**config.mk**
```make
export PLATFORM = sky130hd
export DESIGN_NAME = wdr_watchdog
export DESIGN_NICKNAME = d
export VERILOG_FILES = /design/src/wdr_pkg.sv /design/src/wdr_watchdog.sv /design/src/wdr_prescaler.sv
export SDC_FILE = /design/constraint.sdc
export NUM_CORES = 1
export LEC_CHECK = 0
export BUFFER_PORTS_ARGS = -buffer_cell sky130_fd_sc_hd__buf_2
export CAP_MARGIN = 20
export CORE_MARGIN = 2
export CORE_UTILIZATION = 45
export DETAILED_ROUTE_END_ITERATION = 12
export GPL_TIMING_DRIVEN = 0
export PLACE_DENSITY = 0.66
export SYNTH_ARGS = -nofsm -noshare
export SYNTH_HDL_FRONTEND = slang
export SYNTH_SLANG_ARGS = --single-unit
```
**constraint.sdc**
```tcl
create_clock -name core_clk -period 8.1 [get_ports core_clk]
set_clock_uncertainty 0.05 [all_clocks]
set_input_delay 1.215 -clock core_clk [delete_from_list [all_inputs] [get_ports core_clk]]
set_output_delay 1.215 -clock core_clk [all_outputs]
set_load 0.005 [all_outputs]
```
**src/wdr_pkg.sv**
```systemverilog
/*
 * Package for the watchdog reset timer: register map, field positions,
 * reset values and timing constants.
 * Assumes a single 20 MHz core clock and a 32-bit APB register bus.
 */
`default_nettype none

package wdr_pkg;

    // ----------------------------------------------------------------
    // Register map (byte addresses within the control frame)
    // ----------------------------------------------------------------
    localparam logic [15:0] WDR_FRAME_BASE = 16'h7020;
    localparam logic [11:0] WDR_COUNTER_ADDR = 12'h000;
    localparam logic [11:0] WDR_KEY_ADDR = 12'h004;
    localparam logic [11:0] WDR_CONTROL_ADDR = 12'h008;
    localparam logic [11:0] WDR_SYSCTL_ADDR = 12'h00c;
    localparam logic [11:0] WDR_STATUS_ADDR = 12'h010;
    localparam logic [11:0] WDR_MASK_ADDR = 12'h014;

    // ----------------------------------------------------------------
    // Field layout
    // ----------------------------------------------------------------
    localparam int WDR_CTL_DIS_BIT = 6;
    localparam int WDR_CHK_HI = 5;
    localparam int WDR_CHK_LO = 3;
    localparam logic [2:0] WDR_CHK_PATTERN = 3'h5;
    localparam int WDR_PS_HI = 2;
    localparam int WDR_PERMIT_BIT = 5;
    localparam logic [7:0] WDR_KEY_ARM = 8'h55;
    localparam logic [7:0] WDR_KEY_CLEAR = 8'haa;

    // Status bits
    localparam int WDR_ST_OVF = 0;
    localparam int WDR_ST_BADKEY = 1;
    localparam int WDR_ST_BADCHK = 2;

    // ----------------------------------------------------------------
    // Reset values and timing
    // ----------------------------------------------------------------
    localparam logic [7:0] WDR_CONTROL_RESET = 8'h00;
    localparam logic [7:0] WDR_SYSCTL_RESET = 8'h00;
    localparam int WDR_BASE_DIV = 512;
    localparam int WDR_RESET_PULSE_NS = 400;
    localparam int WDR_CLK_PERIOD_NS = 50;
    localparam int WDR_RESET_PULSE_CYC =
        (WDR_RESET_PULSE_NS + WDR_CLK_PERIOD_NS - 1) / WDR_CLK_PERIOD_NS;

    typedef enum logic [1:0] {
        WDR_KEY_IDLE = 2'b00,
        WDR_KEY_ARMED = 2'b01
    } wdr_key_e;

endpackage

`default_nettype wire

```
**src/wdr_watchdog.sv**
```systemverilog
/*
 * Watchdog reset timer: 8-bit counter on a prescaled derived clock,
 * service key, check bits, gated disable, APB registers, interrupt.
 * Assumes core_clk at 20 MHz and that systemReset feeds the chip reset,
 * which in turn drives the reset input of this block.
 */
`timescale 1ns/1ps
`default_nettype none

module wdr_watchdog
    import wdr_pkg::*;
#(
    parameter int BASE_DIV = WDR_BASE_DIV
) (
    // Clock and reset
    input wire logic core_clk,
    input wire logic reset,
    // APB slave
    input wire logic psel,
    input wire logic penable,
    input wire logic pwrite,
    input wire logic [15:0] paddr,
    input wire logic [31:0] pwdata,
    input wire logic [3:0] pstrb,
    output logic [31:0] prdata,
    output logic pready,
    output logic pslverr,
    // System
    output logic systemReset,
    output logic irq
);

    // ----------------------------------------------------------------
    // State
    // ----------------------------------------------------------------
    typedef struct packed {
        logic [7:0] counter;
        logic [7:0] control;
        logic [7:0] sysctl;
        logic [2:0] status;
        logic [2:0] mask;
        wdr_key_e keyState;
        logic [3:0] pulseCnt;
        logic [31:0] rdata;
    } wdr_state_s;

    wdr_state_s stateReg;
    wdr_state_s stateNext;

    logic access;
    logic wrAccess;
    logic inFrame;
    logic [11:0] offset;
    logic [7:0] wbyte;
    logic tick;
    logic prescClear;
    logic disabled;
    logic overflow;
    logic badKey;
    logic badChk;
    logic goodKey;
    logic fire;

    // ----------------------------------------------------------------
    // Bus decode
    // ----------------------------------------------------------------
    assign access = psel && penable;
    assign wrAccess = access && pwrite;
    assign offset = paddr[11:0] - WDR_FRAME_BASE[11:0];
    assign inFrame = (paddr[15:12] == WDR_FRAME_BASE[15:12]);
    // Only the low lane carries data; upper write data dropped
    assign wbyte = pstrb[0] ? pwdata[7:0] : 8'h00;
    assign pready = 1'b1;
    assign pslverr = access && !(inFrame && (offset == WDR_COUNTER_ADDR
        || offset == WDR_KEY_ADDR || offset == WDR_CONTROL_ADDR
        || offset == WDR_SYSCTL_ADDR || offset == WDR_STATUS_ADDR
        || offset == WDR_MASK_ADDR));

    // Gated disable
    assign disabled = stateReg.control[WDR_CTL_DIS_BIT] && stateReg.sysctl[WDR_PERMIT_BIT];

    // Wrap from all ones
    assign overflow = tick && !disabled && (stateReg.counter == 8'hff);
    // Key: arm value then clear value; anything else resets
    assign badKey = wrAccess && inFrame && (offset == WDR_KEY_ADDR) && pstrb[0]
        && !(wbyte == WDR_KEY_ARM
             || (wbyte == WDR_KEY_CLEAR && stateReg.keyState == WDR_KEY_ARMED));
    assign goodKey = wrAccess && inFrame && (offset == WDR_KEY_ADDR) && pstrb[0]
        && wbyte == WDR_KEY_CLEAR && stateReg.keyState == WDR_KEY_ARMED;
    assign badChk = wrAccess && inFrame && (offset == WDR_CONTROL_ADDR) && pstrb[0]
        && (wbyte[WDR_CHK_HI:WDR_CHK_LO] != WDR_CHK_PATTERN);
    assign fire = overflow || badKey || badChk;
    assign prescClear = goodKey || disabled;

    // ----------------------------------------------------------------
    // Prescaler
    // ----------------------------------------------------------------
    wdr_prescaler #(
        .BASE_DIV(BASE_DIV)
    ) u_prescaler (
        .core_clk(core_clk),
        .reset(reset),
        .clear(prescClear),
        .prescaleSel(stateReg.control[WDR_PS_HI:0]),
        .tick(tick)
    );

    // ----------------------------------------------------------------
    // Next state
    // ----------------------------------------------------------------
    always_comb begin
        stateNext = stateReg;
        stateNext.rdata = 32'h0000_0000;
        // Counts with no setup from software
        if (goodKey) begin
            stateNext.counter = 8'h00;
        end else if (tick && !disabled) begin
            stateNext.counter = stateReg.counter + 8'h01;
        end
        if (wrAccess && inFrame && pstrb[0]) begin
            case (offset)
                WDR_KEY_ADDR: begin
                    stateNext.keyState = (wbyte == WDR_KEY_ARM) ? WDR_KEY_ARMED
                                                                : WDR_KEY_IDLE;
                end
                WDR_CONTROL_ADDR: stateNext.control = wbyte;
                WDR_SYSCTL_ADDR: stateNext.sysctl = wbyte;
                WDR_STATUS_ADDR: stateNext.status = stateReg.status & ~wbyte[2:0];
                WDR_MASK_ADDR: stateNext.mask = wbyte[2:0];
                default: stateNext.keyState = stateReg.keyState;
            endcase
        end
        // Set wins over a write-one clear in the same cycle
        if (overflow) stateNext.status[WDR_ST_OVF] = 1'b1;
        if (badKey) stateNext.status[WDR_ST_BADKEY] = 1'b1;
        if (badChk) stateNext.status[WDR_ST_BADCHK] = 1'b1;
        // Stretch the reset so the system sees it cleanly
        if (fire) begin
            stateNext.pulseCnt = 4'(WDR_RESET_PULSE_CYC);
        end else if (stateReg.pulseCnt != 4'h0) begin
            stateNext.pulseCnt = stateReg.pulseCnt - 4'h1;
        end
        // Reads: 8-bit data in low byte, upper bits zero
        if (psel && !penable && !pwrite && inFrame) begin
            case (offset)
                WDR_COUNTER_ADDR: stateNext.rdata = {24'h000000, stateReg.counter};
                WDR_CONTROL_ADDR: stateNext.rdata = {24'h000000, stateReg.control};
                WDR_SYSCTL_ADDR: stateNext.rdata = {24'h000000, stateReg.sysctl};
                WDR_STATUS_ADDR: stateNext.rdata = {29'h0, stateReg.status};
                WDR_MASK_ADDR: stateNext.rdata = {29'h0, stateReg.mask};
                default: stateNext.rdata = 32'h0000_0000;
            endcase
        end else if (access) begin
            stateNext.rdata = stateReg.rdata;
        end
    end

    // Reset value picks fastest rate, divider 512 then 1
    always_ff @(posedge core_clk or posedge reset) begin
        if (reset) begin
            stateReg <= '0;
            stateReg.control <= WDR_CONTROL_RESET;
            stateReg.sysctl <= WDR_SYSCTL_RESET;
            stateReg.keyState <= WDR_KEY_IDLE;
        end else begin
            stateReg <= stateNext;
        end
    end

    assign prdata = stateReg.rdata;
    assign systemReset = (stateReg.pulseCnt != 4'h0);
    assign irq = |(stateReg.status & stateReg.mask);

    // ----------------------------------------------------------------
    // Assertions
    // ----------------------------------------------------------------
    overflow_resets_a: assert property (@(posedge core_clk) disable iff (reset)
        overflow |=> systemReset [*2])
        else $error("overflow did not raise system reset");
    counter_runs_a: assert property (@(posedge core_clk) disable iff (reset)
        (tick && !disabled && !goodKey) |=> stateReg.counter == $past(stateReg.counter) + 8'h01)
        else $error("counter did not advance on tick");
    fast_rate_a: assert property (@(posedge core_clk) disable iff (reset)
        (tick && stateReg.control[2:1] == 2'b00) |-> ##1 !tick [*7])
        else $error("fastest rate ticks too often");
    good_key_a: assert property (@(posedge core_clk) disable iff (reset)
        goodKey |=> stateReg.counter == 8'h00 && !systemReset)
        else $error("good key did not clear counter");
    bad_key_a: assert property (@(posedge core_clk) disable iff (reset)
        badKey |=> systemReset && stateReg.status[WDR_ST_BADKEY])
        else $error("bad key did not reset");
    check_bits_a: assert property (@(posedge core_clk) disable iff (reset)
        badChk |=> systemReset && stateReg.status[WDR_ST_BADCHK])
        else $error("bad check bits did not reset");
    gated_disable_a: assert property (@(posedge core_clk) disable iff (reset)
        !stateReg.sysctl[WDR_PERMIT_BIT] && tick |=> stateReg.counter != $past(stateReg.counter))
        else $error("watchdog stopped without permit");
    upper_zero_a: assert property (@(posedge core_clk) disable iff (reset)
        access && !pwrite |-> prdata[31:8] == 24'h000000)
        else $error("upper read bits not zero");
    wrap_zero_a: assert property (@(posedge core_clk) disable iff (reset)
        overflow && !goodKey |=> stateReg.counter == 8'h00)
        else $error("counter did not wrap to zero");

    cov_overflow_c: cover property (@(posedge core_clk) disable iff (reset) overflow);
    cov_service_c: cover property (@(posedge core_clk) disable iff (reset) goodKey);
    cov_badchk_c: cover property (@(posedge core_clk) disable iff (reset) badChk);
    cov_disable_c: cover property (@(posedge core_clk) disable iff (reset) disabled);

endmodule

`default_nettype wire

```
**src/wdr_prescaler.sv**
```systemverilog
/*
 * Prescaler: divides the core clock into the derived watchdog tick and
 * then by 1..64 as the prescale select bits choose.
 * Assumes a synchronous clear from the parent on service or gated disable.
 */
`timescale 1ns/1ps
`default_nettype none

module wdr_prescaler
    import wdr_pkg::*;
#(
    parameter int BASE_DIV = WDR_BASE_DIV
) (
    // Clock and reset
    input wire logic core_clk,
    input wire logic reset,
    // Control
    input wire logic clear,
    input wire logic [2:0] prescaleSel,
    // Output
    output logic tick
);

    typedef struct packed {
        logic [8:0] base;
        logic [5:0] post;
    } wdr_ps_s;

    wdr_ps_s stateReg;
    wdr_ps_s stateNext;
    logic baseTick;
    logic [5:0] postMask;

    // Divider selection; 00x both divide by one
    always_comb begin
        case (prescaleSel)
            3'h0, 3'h1: postMask = 6'h00;
            3'h2: postMask = 6'h01;
            3'h3: postMask = 6'h03;
            3'h4: postMask = 6'h07;
            3'h5: postMask = 6'h0f;
            3'h6: postMask = 6'h1f;
            default: postMask = 6'h3f;
        endcase
    end

    assign baseTick = (stateReg.base == 9'(BASE_DIV - 1));

    always_comb begin
        stateNext = stateReg;
        if (clear) begin
            stateNext.base = 9'h000;
            stateNext.post = 6'h00;
        end else begin
            stateNext.base = baseTick ? 9'h000 : stateReg.base + 9'h001;
            if (baseTick) begin
                stateNext.post = ((stateReg.post & postMask) == postMask) ? 6'h00
                                 : stateReg.post + 6'h01;
            end
        end
    end

    assign tick = baseTick && ((stateReg.post & postMask) == postMask) && !clear;

    always_ff @(posedge core_clk or posedge reset) begin
        if (reset) begin
            stateReg <= '0;
        end else begin
            stateReg <= stateNext;
        end
    end

endmodule

`default_nettype wire

```
==> impl_metrics.csv <==
group,metric,value,unit
sta,worst_pin_slew,0.684,ns
yosys,yosysMostFrequentCell,"dfrtp_1",
detailed_routing,totalWireLength,7.73,mm
detailed_routing,wl_per_cell,13.9,um
sta,slew_headroom,53.2,%
critical_path,critPathKind,"in -> out",
grt,grt_util_all_layers,19.9,%
grt,antenna_found_initial,0,
yosys,syn_area,0.00345,mm2
yosys,synthAdderAreaFrac,2.54,%
critical_path,timing.critical_path.to,"pslverr",
critical_path,worstPathMaxFanout,4,
detailed_routing,drtPass1Iterations,4,
final_layout,diodes,0,
floorplanning,dieArea,0.00839,mm2
place,dp_worst_setup_slack,4.38,ns
yosys,yosysSeqAreaShare,42.0,%
sta,slew_violations,0,
critical_path,r2r_setup_slack,5.21,ns
sta,rsz0062_at_grt,"false",
yosys,synth.area.mux_share,2.61,%
yosys,yosys.area_share.simple,25.4,%
detailed_routing,drc,0,
yosys,synth_top_area_share,42.0,%
detailed_routing,num_vias,2905,
grt,grt_max_degree,33,
grt,grt_first_pass_wirelength,13.3,mm
critical_path,cp-startpoint,"paddr[15]",
critical_path,crit-reg2reg-launch,"u_prescaler.stateReg[6]",
yosys,async_reset_ff_share,100,%
floorplanning,ioPinCount,93,
clocking,ctsHtreeMaxLevel,3,
grt,grt_pass1_vias,2722,
floorplanning,die_height,91.6,um
critical_path,worst_r2r_path_depth,11,
sta,finalSetupViolCount,0,
place,dp.cells,540,
floorplanning,core,0.00733,mm2
place,gp_congestion,0.848,
place,numPortBuffers,38,
clocking,post_cts_buffers,0,
yosys,synth_common_cells,"dfrtp_1, nand2_1, o21ai_0",
yosys,synth_cell_types,58,
detailed_routing,drtIter0Drc,227,
status,status,"finished clean",
sta,fin_tns_setup,0,ns
final_layout,nets,516,
place,hpwl,5.84,mm
run,cap_viol_max_count,0,
hold_path,hold_class,"reg -> reg",
clocking,tritoncts,"yes",
final_layout,drive_gt1_share,25.8,%
hold_path,hp-start,"prdata[3]",
critical_path,arrival,2.56,ns
yosys,synth-xor-area-share,2.50,%
clocking,clk_latency,0.35,ns
detailed_routing,avgViaCountPerCell,5.22,
critical_path,start_kind,"input port",
clocking,hold_buffers,0,
clocking,path_clk_slew,0.06,ns
final_layout,area_growth,19.9,%
detailed_routing,postRouteAntennaNets,0,
yosys,syn_avg_cell_area,9.11,um2
yosys,synthTopCellsByArea,"dfrtp_1, buf_4, o21ai_0",
yosys,synth_top_family_by_area,"simple AND/OR/NAND/NOR gates",
sta,period_needed,3.82,ns
clocking,cts-root-buf,"clkbuf_8",
sta,holdWs,0.428,ns
final_layout,fin_cells,556,
hold_path,whs_path_depth,2,
yosys,synth_cells,379,
yosys,ys_ff_latch,58,
clocking,cts_resized,0,
floorplanning,die_w,91.6,um
power_and_ir_drop,p_per_area,183,mW/mm2
yosys,synth-main-ff-cell,"dfrtp_1",
clocking,clkSinkCount,58,
sta,hold_viol_final,0,
critical_path,cp-end-kind,"output pin",
sta,fin_ws,4.28,ns
clocking,cts_buffer_depth,2,
yosys,yosys.area.top_type,"dfrtp_1",
yosys,synth_compound_area_share,14.3,%
power_and_ir_drop,p_total,0.759,mW
clocking,cts_made_buffers,9,
yosys,synth_edf_count,0,
floorplanning,rows,31,
grt,gr-total-overflow,0,
power_and_ir_drop,ir_drop,0.0916,mV
floorplanning,initial_core_util,47.1,%
critical_path,cp.required,6.84,ns
yosys,ys_warn_count,0,
critical_path,reg2reg_to,"stateReg[34]",
power_and_ir_drop,power_leakage,1.96,nW
sta,fin_crit_sh,47.2,%
sta,max_freq,262,MHz
## layout by cell type (no fill, tap or decap), types with 6 or more instances in the layout
master    instances
buf_4            34
clkbuf_8         10
a22oi_1           6
nand3_1          17
and3_1           11
conb_1           25
o21ai_0          42
inv_1            12
buf_2            43
nand3b_1          6
ha_1              7
or3_1             6
dfrtp_1          58
nand2_1          53
a21oi_1          18
mux2_2            8
nor2_1           16
## cells by family after synthesis
family,count (synthesis)
adder cells (fa/ha/maj),7
XOR/XNOR,9
AO/OA/AOI/OAI,84
AND/OR/NAND/NOR,155
buffers and inverters,56
multiplexers,8
flip-flops,58
other,2
## sequential cells by signal, indices dropped and copies added, names as in the netlist
name and cells:
prdata 8, stateReg 35, u_prescaler.stateReg 15
## stage by stage
stage | util, % | cell area (um2)
3_3_place_gp | 52.6 | 3850
2_1_floorplan | - | 3540
4_1_cts | 56.5 | 4140
6_report | 56.5 | 4140
5_1_grt | 56.5 | 4140
3_5_place_dp | 52.9 | 3870
## worst min-delay path by stage
| stage | end | slack [ns] |
|---|---|---|
| floorplan | stateReg[55] | 0.39 |
| global placement | prdata[3] | 0.42 |
| detailed placement | prdata[3] | 0.42 |
| CTS | prdata[3] | 0.44 |
| global route | prdata[7] | 0.46 |
| finish | prdata[3] | 0.43 |
## worst max-delay path: stages
cell and delay [ns]:
buf_2 0.09, nand4b_1 0.26, a2111oi_0 0.69, a21oi_1 0.14
buf_2 0.15
## layer usage
layer	track usage (%)	routed length [um]	vias up
li1	-	-	1440
met1	29.1	3700	1359
met2	29.8	3380	95
met3	3.53	535	11
met4	7.07	119	0
met5	0	0	-
## layout make-up
cell class              instances  area, um2
inverters                      13       48.8
clock inverters                 5        125
repair buffers                 39        210
multi-input cells             288       1730
fillers                       695       3190
flip-flops and latches         58       1450
well taps                      99        124
plain buffers                  43        310
clock buffers                  11        141
## where the power goes
group | switching, mW | total [mW] | internal, mW
Sequential | 0.00736 | 0.308 | 0.301
Clock | 0.118 | 0.361 | 0.244
Combinational | 0.0450 | 0.0895 | 0.0445
Total | 0.170 | 0.759 | 0.589
Power figures use the tool's default switching activity.
